$ cat src/hdl/alarm_history_defs.svh
// Clock, timing figures and widths of the alarm history recorder
`ifndef ALARM_HISTORY_DEFS_SVH
`define ALARM_HISTORY_DEFS_SVH
`define CLK_KHZ 25000
`define TICK_MS 100
`define LONG_PRESS_MS 1000
`define REPEAT_WINDOW_S 3600
`define HIST_DEPTH 10
`define HIST_LAST_IDX 4'h9
`define CODE_W 12
`define TIME_DIGITS 10
`define TIME_BIN_W 32
`endif

$ cat src/hdl/alarm_history_pkg.sv
// Types shared by the alarm history recorder
package alarm_history_pkg;
	// Gray codes along idle -> code -> low -> mid -> high
	typedef enum logic [2:0] {
		ST_FUNC_SEL = 3'h0,
		ST_CODE = 3'h1,
		ST_TS_LOW = 3'h3,
		ST_TS_MID = 3'h2,
		ST_TS_HIGH = 3'h6
	} view_state_e;
endpackage

$ cat src/hdl/key_event_if.sv
// Raw keys in, decoded key events out
`timescale 1ns/100ps
interface key_event_if;
	logic key_step;
	logic key_up;
	logic key_down;
	logic step_short;
	logic step_long;
	logic up_press;
	logic down_press;
	modport detector (input key_step, input key_up, input key_down,
		output step_short, output step_long, output up_press, output down_press);
	modport user (output key_step, output key_up, output key_down,
		input step_short, input step_long, input up_press, input down_press);
endinterface

$ cat src/hdl/key_press_detect.sv
// Keypad press decoder: short and long press of the step key, up and down edges
`timescale 1ns/100ps
module key_press_detect #(
	parameter logic [31:0] LONG_CYCLES = 32'd25000000
) (
	input wire logic clock,
	input wire logic rstn,
	key_event_if.detector keys
);
	logic step_prev_reg;
	logic up_prev_reg;
	logic down_prev_reg;
	logic long_fired_reg;
	logic [31:0] hold_cnt_reg;
	logic step_short_reg;
	logic step_long_reg;
	logic up_press_reg;
	logic down_press_reg;

	// Previous key levels for edge detection
	always_ff @(posedge clock or negedge rstn)
	begin
		if (!rstn)
		begin
			step_prev_reg <= 1'b0;
			up_prev_reg <= 1'b0;
			down_prev_reg <= 1'b0;
		end
		else
		begin
			step_prev_reg <= keys.key_step;
			up_prev_reg <= keys.key_up;
			down_prev_reg <= keys.key_down;
		end
	end

	// Hold time of the step key; saturates so a held key fires once
	always_ff @(posedge clock or negedge rstn)
	begin
		if (!rstn)
			hold_cnt_reg <= 32'h0;
		else if (!keys.key_step)
			hold_cnt_reg <= 32'h0;
		else if (hold_cnt_reg != LONG_CYCLES)
			hold_cnt_reg <= hold_cnt_reg + 32'h1;
	end

	// Long fires while held; short only on a release before that
	always_ff @(posedge clock or negedge rstn)
	begin
		if (!rstn)
		begin
			long_fired_reg <= 1'b0;
			step_long_reg <= 1'b0;
			step_short_reg <= 1'b0;
		end
		else
		begin
			step_long_reg <= keys.key_step && hold_cnt_reg == LONG_CYCLES - 32'h1;
			step_short_reg <= !keys.key_step && step_prev_reg && !long_fired_reg;
			if (!keys.key_step)
				long_fired_reg <= 1'b0;
			else if (hold_cnt_reg == LONG_CYCLES - 32'h1)
				long_fired_reg <= 1'b1;
		end
	end

	// Up and down act on the press edge
	always_ff @(posedge clock or negedge rstn)
	begin
		if (!rstn)
		begin
			up_press_reg <= 1'b0;
			down_press_reg <= 1'b0;
		end
		else
		begin
			up_press_reg <= keys.key_up && !up_prev_reg;
			down_press_reg <= keys.key_down && !down_prev_reg;
		end
	end

	assign keys.step_short = step_short_reg;
	assign keys.step_long = step_long_reg;
	assign keys.up_press = up_press_reg;
	assign keys.down_press = down_press_reg;
endmodule // key_press_detect

$ cat src/hdl/alarm_history_recorder.sv
// Alarm history recorder: ten stamped alarms browsed on keypad and display
`timescale 1ns/100ps
`include "alarm_history_defs.svh"
// How it works
// - Ten newest alarms kept as code plus stamp; a new one pushes out oldest.
// - Operating time counts 100 ms steps while powered; latched on each stored alarm.
// - Time counter wide enough to run about 13 years without wrapping.
// - Display index shows age; down steps older, up steps newer.
// - Step key shows stamp as low four, middle four, then high two digits.
// - Step key after the high digits returns to the alarm code.
// - Same code repeated within one hour is not stored.
// - Empty slot is shown as a dash pattern.
// - History survives alarm reset and main power loss; only clear and rstn erase it.
// - One second step press with history view selected shows newest entry.
module alarm_history_recorder
	import alarm_history_pkg::*;
#(
	parameter logic [31:0] TICK_CYCLES = 32'(`TICK_MS * `CLK_KHZ),
	parameter logic [31:0] LONG_CYCLES = 32'(`LONG_PRESS_MS * `CLK_KHZ)
) (
	input wire logic clock,
	input wire logic rstn,
	input wire logic power_on,
	input wire logic alarm_valid,
	input wire logic [`CODE_W-1:0] alarm_code,
	input wire logic alarm_reset,
	input wire logic history_view_function,
	input wire logic history_clear_function,
	input wire logic key_step,
	input wire logic key_up,
	input wire logic key_down,
	output view_state_e disp_state,
	output logic [3:0] disp_index,
	output logic [15:0] disp_digits,
	output logic disp_empty,
	output logic view_active
);
	localparam logic [31:0] HOUR_TICKS = 32'(`REPEAT_WINDOW_S * 1000 / `TICK_MS);

	key_event_if keys ();
	logic [31:0] prescale_reg;
	logic tick;
	logic [`TIME_BIN_W-1:0] time_bin_reg;
	logic [4*`TIME_DIGITS-1:0] time_bcd_reg;
	logic [`TIME_DIGITS:0] carry;
	logic [`HIST_DEPTH-1:0] valid_reg;
	logic [`CODE_W-1:0] code_reg [0:`HIST_DEPTH-1];
	logic [4*`TIME_DIGITS-1:0] ts_bcd_reg [0:`HIST_DEPTH-1];
	logic [`TIME_BIN_W-1:0] ts_bin_reg [0:`HIST_DEPTH-1];
	logic [`HIST_DEPTH-1:0] recent_hit;
	logic store;
	view_state_e state_reg;
	logic [3:0] index_reg;
	logic [`CODE_W-1:0] sel_code;
	logic [4*`TIME_DIGITS-1:0] sel_ts;

	assign keys.key_step = key_step;
	assign keys.key_up = key_up;
	assign keys.key_down = key_down;

	key_press_detect #(.LONG_CYCLES(LONG_CYCLES)) i_key_press_detect (
		.clock(clock),
		.rstn(rstn),
		.keys(keys)
	);

	// 100 ms prescaler, frozen while power is off
	always_ff @(posedge clock or negedge rstn)
	begin
		if (!rstn)
			prescale_reg <= 32'h0;
		else if (power_on)
			prescale_reg <= tick ? 32'h0 : prescale_reg + 32'h1;
	end
	assign tick = power_on && prescale_reg == TICK_CYCLES - 32'h1;

	// Binary total, used for the repeat window; 32 bits last about 13.6 years
	always_ff @(posedge clock or negedge rstn)
	begin
		if (!rstn)
			time_bin_reg <= 32'h0;
		else if (tick)
			time_bin_reg <= time_bin_reg + 32'h1;
	end

	// Decimal copy of the same total so the display needs no converter
	assign carry[0] = tick;
	generate
		for (genvar d = 0; d < `TIME_DIGITS; d++)
		begin : g_digit
			assign carry[d+1] = carry[d] && time_bcd_reg[4*d +: 4] == 4'h9;
			always_ff @(posedge clock or negedge rstn)
			begin
				if (!rstn)
					time_bcd_reg[4*d +: 4] <= 4'h0;
				else if (carry[d])
					time_bcd_reg[4*d +: 4] <= (time_bcd_reg[4*d +: 4] == 4'h9) ? 4'h0 : time_bcd_reg[4*d +: 4] + 4'h1;
			end
		end
	endgenerate

	// Repeat check per slot; any hit means the newest match is inside the hour too
	generate
		for (genvar i = 0; i < `HIST_DEPTH; i++)
		begin : g_slot
			// Slot 0 has no neighbour; keep its unused source index in range
			localparam int PREV_SLOT = (i == 0) ? 0 : i - 1;
			assign recent_hit[i] = valid_reg[i] && code_reg[i] == alarm_code
				&& (time_bin_reg - ts_bin_reg[i]) <= HOUR_TICKS;
			// Slot shift: slot 0 takes the new alarm, the last slot falls off
			always_ff @(posedge clock or negedge rstn)
			begin
				if (!rstn)
				begin
					valid_reg[i] <= 1'b0;
					code_reg[i] <= '0;
					ts_bcd_reg[i] <= '0;
					ts_bin_reg[i] <= '0;
				end
				else if (history_clear_function)
					valid_reg[i] <= 1'b0;
				else if (store)
				begin
					if (i == 0)
					begin
						valid_reg[i] <= 1'b1;
						code_reg[i] <= alarm_code;
						ts_bcd_reg[i] <= time_bcd_reg;
						ts_bin_reg[i] <= time_bin_reg;
					end
					else
					begin
						valid_reg[i] <= valid_reg[PREV_SLOT];
						code_reg[i] <= code_reg[PREV_SLOT];
						ts_bcd_reg[i] <= ts_bcd_reg[PREV_SLOT];
						ts_bin_reg[i] <= ts_bin_reg[PREV_SLOT];
					end
				end
			end
		end
	endgenerate
	// Alarm reset is deliberately not an input to the history
	assign store = alarm_valid && recent_hit == '0;

	// Browse state; long press outranks short, short outranks up and down
	always_ff @(posedge clock or negedge rstn)
	begin
		if (!rstn)
		begin
			state_reg <= ST_FUNC_SEL;
			index_reg <= 4'h0;
		end
		else
		begin
			case (state_reg)
				ST_FUNC_SEL:
					if (keys.step_long && history_view_function)
					begin
						state_reg <= ST_CODE;
						index_reg <= 4'h0;
					end
				ST_CODE, ST_TS_LOW, ST_TS_MID, ST_TS_HIGH:
					if (keys.step_long)
						state_reg <= ST_FUNC_SEL;
					else if (keys.step_short)
					begin
						case (state_reg)
							ST_CODE: state_reg <= ST_TS_LOW;
							ST_TS_LOW: state_reg <= ST_TS_MID;
							ST_TS_MID: state_reg <= ST_TS_HIGH;
							default: state_reg <= ST_CODE;
						endcase
					end
					else if (keys.down_press && index_reg != `HIST_LAST_IDX)
					begin
						index_reg <= index_reg + 4'h1;
						state_reg <= ST_CODE;
					end
					else if (keys.up_press && index_reg != 4'h0)
					begin
						index_reg <= index_reg - 4'h1;
						state_reg <= ST_CODE;
					end
				default: state_reg <= ST_FUNC_SEL;
			endcase
		end
	end

	assign sel_code = code_reg[index_reg];
	assign sel_ts = ts_bcd_reg[index_reg];

	// Display registers follow the browse state one clock later
	always_ff @(posedge clock or negedge rstn)
	begin
		if (!rstn)
		begin
			disp_state <= ST_FUNC_SEL;
			disp_index <= 4'h0;
			disp_digits <= 16'h0;
			disp_empty <= 1'b0;
			view_active <= 1'b0;
		end
		else
		begin
			disp_state <= state_reg;
			disp_index <= index_reg;
			view_active <= state_reg != ST_FUNC_SEL;
			disp_empty <= state_reg != ST_FUNC_SEL && !valid_reg[index_reg];
			if (state_reg == ST_FUNC_SEL || !valid_reg[index_reg])
				disp_digits <= 16'h0;
			else
			begin
				case (state_reg)
					ST_CODE: disp_digits <= {4'h0, sel_code};
					ST_TS_LOW: disp_digits <= sel_ts[15:0];
					ST_TS_MID: disp_digits <= sel_ts[31:16];
					ST_TS_HIGH: disp_digits <= {8'h00, sel_ts[39:32]};
					default: disp_digits <= 16'h0;
				endcase
			end
		end
	end
endmodule // alarm_history_recorder

$ cat config.mk
export PLATFORM = sky130hd
export DESIGN_NAME = alarm_history_recorder
export DESIGN_NICKNAME = d
export VERILOG_FILES = /design/src/hdl/alarm_history_pkg.sv /design/src/hdl/key_event_if.sv /design/src/hdl/key_press_detect.sv /design/src/hdl/alarm_history_recorder.sv
export VERILOG_INCLUDE_DIRS = /design/src /design/src/hdl
export SDC_FILE = /design/constraint.sdc
export NUM_CORES = 2
export LEC_CHECK = 0
export BUFFER_PORTS_ARGS = -buffer_cell sky130_fd_sc_hd__buf_4
export CORE_UTILIZATION = 44
export CTS_BUF_LIST = sky130_fd_sc_hd__clkbuf_16
export DETAILED_ROUTE_END_ITERATION = 16
export GPL_TIMING_DRIVEN = 0
export PLACE_DENSITY = 0.62
export SYNTH_ARGS = -nofsm -noshare
export SYNTH_HDL_FRONTEND = slang
export SYNTH_SLANG_ARGS = --single-unit
$ cat constraint.sdc
create_clock -name clock -period 4.35 [get_ports clock]
set_clock_uncertainty 0.15 [all_clocks]
set_input_delay 0.2175 -clock clock [delete_from_list [all_inputs] [get_ports clock]]
set_output_delay 0.2175 -clock clock [all_outputs]
set_load 0.005 [all_outputs]
Word-level counts from Yosys, hierarchy flattened
Cells that the tools add are included.
- register bits: 1026
- bits of input ports: 22
- output and inout bits: 25
- logic and storage cells: 256
- add/sub/neg operators: 25
- $lt $le $gt $ge: 12
- equality and inequality tests: 35
- mux-type cells: 58
- bitwise operators: 2
- reduce and logical (&&, ||, !) cells: 56
- operator list (operator ; count):
    32-bit by 16-bit <= comparator with 1-bit output, second input constant ; 10
    32-bit subtractor ; 10
    40-bit binary-select mux with 4-bit select ; 1
    12-bit == test ; 10
    32-bit by 1-bit adder with 32-bit output, second input constant ; 3
    32-bit two-way mux ; 3
    40-bit two-way mux ; 2
    16-bit one-hot mux with 4 select lines ; 1
    4-bit two-way mux ; 15
    12-bit binary-select mux with 4-bit select ; 1
    4-bit by 1-bit adder with 4-bit output, second input constant ; 11
    4-bit == test, second input constant ; 10
    1-bit logical AND ; 40
    32-bit by 22-bit == test with 1-bit output, second input constant ; 1
    32-bit by 25-bit == test with 1-bit output, second input constant ; 1
    32-bit by 25-bit inequality test with 1-bit output, second input constant ; 1
    12-bit two-way mux ; 2
    1-bit two-way mux ; 23
    16-bit two-way mux ; 1
    3-bit two-way mux ; 5
    10-bit zero test ; 1
    3-bit one-hot mux with 3 select lines ; 1
    4-bit one-hot mux with 2 select lines ; 1
    3-bit by 2-bit == test with 1-bit output, second input constant ; 2
    23 further kinds ; 32

Depth between registers and ports, before layout
- depth after elaboration: 11
- depth in mapped cells: 18
- gate-level depth less buffers: 14

Modules after synthesis
A second synthesis with hierarchy kept.
- cells, all modules: 6215
- area total of the unflattened synthesis: 64712.1 um^2
- by module, submodules not included (module ; instances ; cells each ; area each (um^2) ; sequential area each (um^2)):
    alarm_history_recorder ; 1 ; 6027 ; 62710.1 ; 24673.7
    key_press_detect ; 1 ; 188 ; 2001.9 ; 1001.0

Least setup slack after synthesis
Ideal clock, no wire load.
- kind: flip-flop to flip-flop
- start point: register time_bin_reg[24]
- end point: register code_reg[0] in the netlist's numbering
- library setup time: 125 ps
- arrival time: 4207 ps
- data required time: 4075 ps
- setup slack: -132 ps
- cell stages (with the launch flop): 18
- buffers on the path: 4
- period minus slack after synthesis: 4482 ps
- cell sequence: dfrtp_1 > ha_1 > clkbuf_1 > a2111oi_0 > o21ai_0 > o2111a_1 > a211o_1 > o21a_1 > o21ai_0 > mux2i_1 > o21ai_0 > or4_4 > o221ai_4 > nor4_4 > buf_6 > buf_6 > buf_6 > mux2_4
- word-level cells in the longest chain between the ends: 6
- elaborated cells on any way between the ends: 33
- those cells by class: 10 x add/sub; 10 x order compare; 13 x reduce/logical
- RTL lines (item ; RTL line ; text):
    from (decl) ; alarm_history_recorder.sv:43 ; logic [`TIME_BIN_W-1:0] time_bin_reg;
    from (signal assigned) ; alarm_history_recorder.sv:83 ; time_bin_reg <= time_bin_reg + 32'h1;
    32-bit subtractor ; alarm_history_recorder.sv:109 ; && (time_bin_reg - ts_bin_reg[i]) <= HOUR_TICKS;
    32-bit by 16-bit <= comparator with 1-bit output ; alarm_history_recorder.sv:109 ;
    1-bit logical AND ; alarm_history_recorder.sv:109 ;
    10-bit zero test * ; alarm_history_recorder.sv:143 ; assign store = alarm_valid && recent_hit == '0;
    1-bit logical AND * ; alarm_history_recorder.sv:143 ;
    2-bit AND reduction (no source line) * ; - ;
    to (signal, indexed assignment) ; alarm_history_recorder.sv:127 ; code_reg[i] <= alarm_code;
    to (signal, indexed assignment) ; alarm_history_recorder.sv:134 ; code_reg[i] <= code_reg[PREV_SLOT];
    to (decl) ; alarm_history_recorder.sv:47 ; logic [`CODE_W-1:0] code_reg [0:`HIST_DEPTH-1];
Every way passes the cells marked *; elsewhere a longest branch is shown, timed or not.
A chain may end at the register's enable or synchronous reset.

Worst setup path after layout
- start point: register time_bin_reg[16]
- end point: register ts_bcd_reg[378] in the netlist's numbering
- word-level cells in the longest chain between the ends: 6
- elaborated cells on any way between the ends: 33
- those cells by class: 10 x add/sub; 10 x order compare; 13 x reduce/logical
- RTL lines (item ; RTL line ; text):
    32-bit subtractor ; alarm_history_recorder.sv:109 ;
    32-bit by 16-bit <= comparator with 1-bit output ; alarm_history_recorder.sv:109 ;
    1-bit logical AND ; alarm_history_recorder.sv:109 ;
    10-bit zero test * ; alarm_history_recorder.sv:143 ;
    1-bit logical AND * ; alarm_history_recorder.sv:143 ;
    2-bit AND reduction (no source line) * ; - ;
    to (signal, indexed assignment) ; alarm_history_recorder.sv:128 ; ts_bcd_reg[i] <= time_bcd_reg;
    to (signal, indexed assignment) ; alarm_history_recorder.sv:135 ; ts_bcd_reg[i] <= ts_bcd_reg[PREV_SLOT];
    to (decl) ; alarm_history_recorder.sv:48 ; logic [4*`TIME_DIGITS-1:0] ts_bcd_reg [0:`HIST_DEPTH-1];
Marks and branches as above.

==> impl_metrics.toml <==
[power]
irDropWorstVdd_v = 0.000344
power.density_nw_per_um2 = 392
p_leak_uw = 0.0362

[critical_path]
critical_path_class = "reg2reg"
path_cells = "buf_8, ha_1, buf_4, a21oi_2, o21a_1, o221ai_4, a211o_1, o21a_1, o21ai_2, mux2i_1, o21ai_1, or4_4, o221ai_4, nor4_4, buf_4, buf_12, buf_12, clkbuf_16, buf_12, mux2_4"
crit_fanout = 9
slowest_delay_ps = 590
endpoint_kind = "flip-flop"
required_ps = 4840
start_kind = "flip-flop"
crit_slowest_cell = "or4_4"
r2r_slack_ps = -770
crit_path_frequent_cell = "buf_12"
worstPathArrival_ps = 5610

[placed_design]
dp_hpwl_um = 153000
dp_cells = 7986
routabilityCongestion = 0.959
placed_area_um2 = 67800
io_buffers = 45

[drt]
dr.pass1.iters = 8
ant_nets = 0
drt-initial-drc-count = 5209
wl_per_cell_um = 26.6
vias_per_cell = 6.08
num_vias = 51359
drt_wl_total_um = 224000
drcViolationCount = 0

[logic_synthesis]
synth-seq-cells = 1026
synth_cell_types = 105
synthFlopType = "dfrtp_1"
synthCells = 6015
synth_warnings = 0
syn_avg_cell_area_um2 = 10.8
syn-num-nets = 6354
async_flop_share_pct = 100
synth_edf_count = 0
yosysSeqAreaShare_pct = 39.6
netlist_area_um2 = 64800

[sta]
rsz0062_at_grt = "yes"
setup_tns_ps = -547620
finalHoldViolCount = 0
setup_violations = 864
tightest_slew_ps = 1490
fmax_mhz = 195
period_share_pct = 118
fin_hold_ws_ps = 66.2
layout_setup_ws_ps = -772
timing.final.crit_period_ps = 5120
timing.slew.headroom_pct = 0.497
finalMaxSlewViolations = 0

[grt]
grt_usage_pct = 29.4
grt_max_degree = 170
grt_overflow = 0
grt_pass1_wl_um = 329000
antenna_found_initial = 2
grt_pass1_vias = 50060

[finish]
multi_input_area_um2 = 38500
largest_reg_flops = 400
drive_gt1_share_pct = 25.7
final_area_um2 = 79100
area_growth_pct = 22.0
fin_cells = 8441
num-fill-cells = 12552
utilization_pct = 54.2
regArea_um2 = 25800
final_nets = 6766

[clock_tree]
cts_sinks = 1026
cts_inserted_buffers = 114
htree_levels = 3
clkTransAtPathRegs_ps = 60
cts_tree = "done"
clk_path_buf_depth = 3
root_buffer = "clkbuf_16"
insertion_delay_ps = 790

[flow_run]
drv_cap = 1

[floorplan]
die_width_um = 386
die_h_um = 386
die_area_um2 = 149000
core_area_um2 = 146000
top_level_ports = 47
initial_core_util_pct = 44.4
fp-row-count = 140

[min_path]
hp-class = "in2reg"

[run_status]
status = "complete, but fails checks"
failed_checks = "capacitance limit, setup timing"
[worst max-delay path: cells and delay by family (launching register included)]
| kind | cells | cell delay [ps] |
|---|---|---|
| AOI/OAI and AO/OA | 8 | 1600 |
| and+or+nand+nor | 2 | 670 |
| adders and majority gates | 1 | 290 |
| muxes | 2 | 590 |
| buffers and inverters | 7 | 1090 |
| DFF | 1 | 560 |
[what timing repair did]
| item | 4_1_cts | 5_1_grt |
|---|---|---|
| buffers inserted | 149 | 97 |
| cloned | 45 | 30 |
| endpoints found under the hold margin | 535 | 0 |
| resized for setup | 539 | 427 |
| hold buffers | 17 | 0 |
| setup endpoints to repair | 874 | 885 |
| pin swaps | 48 | 106 |
[cells by family (layout without fill, tap and decap cells)]
| logic type | count (synthesis) | after routing | share of synthesized area [%] |
|---|---|---|---|
| XOR/XNOR | 407 | 407 | 5.50 |
| AND/OR/NAND/NOR | 1379 | 1379 | 10.8 |
| AO/OA/AOI/OAI | 1255 | 1255 | 12.9 |
| buffers and inverters | 655 | 1163 | 4.52 |
| flip-flops | 1026 | 1026 | 39.6 |
| other | 0 | 1 | 0 |
| adder cells (fa/ha/maj) | 317 | 317 | 6.13 |
| multiplexers | 976 | 976 | 20.5 |
[path summary, 6_finish.rpt]
path                                           startpoint                          endpoint  cells past startpoint
max in group asynchronous                            rstn                     disp_index[1]                      6
min in group asynchronous                            rstn                   ts_bin_reg[231]                      4
max                                      time_bin_reg[16]                   ts_bcd_reg[378]                     20
max reg2reg                              time_bin_reg[16]                   ts_bcd_reg[378]                     20
min                                              power_on                   prescale_reg[0]                      3
min reg2reg                i_key_press_detect.up_prev_reg  i_key_press_detect.keys.up_press                      1
[per-layer routing]
metal | global-route usage (%) | routed length [um] | up-vias | share of wire (%)
li1 | - | - | 22901 | -
met1 | 40.5 | 96100 | 26087 | 43
met2 | 46.4 | 102000 | 1903 | 45
met3 | 4.37 | 15500 | 464 | 6.9
met4 | 11.6 | 10900 | 4 | 4.8
met5 | 0 | 24 | - | 0.011
[report_power, final]
group | switching [uW] | leakage [uW] | total [uW] | internal (uW)
clock network | 4370 | 0.00186 | 9780 | 5400
logic | 5780 | 0.0206 | 10100 | 4280
registers | 834 | 0.0137 | 11100 | 10300
[placed cells by master, fill, tap and decap left out, types with 106 or more instances in the layout]
| cell | n |
|---|---|
| clkbuf_16 | 144 |
| buf_4 | 201 |
| mux4_2 | 106 |
| mux2i_1 | 288 |
| a21oi_1 | 331 |
| nand4_1 | 114 |
| ha_1 | 244 |
| nor2_1 | 233 |
| o21ai_0 | 185 |
| nand2_1 | 422 |
| mux2_4 | 484 |
| inv_1 | 401 |
| buf_12 | 138 |
| nand3_1 | 119 |
| dfrtp_1 | 989 |
| xnor2_1 | 241 |
| xor2_1 | 164 |
[cells in the mapped netlist (85+ instances only)]
library cell	instances	area (um^2)
ha_1	316	3950
a21oi_1	373	1870
mux2_4	400	6010
o21ai_0	223	1120
nand3_1	122	611
clkbuf_1	132	495
a21o_1	94	706
xnor2_1	242	2120
mux4_2	106	2390
nor2_1	239	897
xor2_1	165	1450
inv_1	389	1460
nand4_1	114	713
mux2i_1	298	2980
nand2_1	428	1610
mux2_2	172	1940
dfrtp_1	1026	25700
nor3_1	85	425
[through the flow]
step	total power (uW)	worst slack [ps]
final	31000	-772
after global routing	32000	-831
after CTS	30200	-760
after detailed placement	19700	-2680
after global placement	19600	-10710
after floorplan	16700	-3.87
[layout make-up]
type	instances	share of cell area (%)
multi-input combinational	4334	48.7
sequential	1026	32.6
timing repair buffer	368	6.22
clock buffer	114	3.61
tap	1917	3.03
buffer	194	2.85
inverter	389	1.86
clock inverter	98	1.12
antenna	1	0.00317
Power figures use the tool's default switching activity.
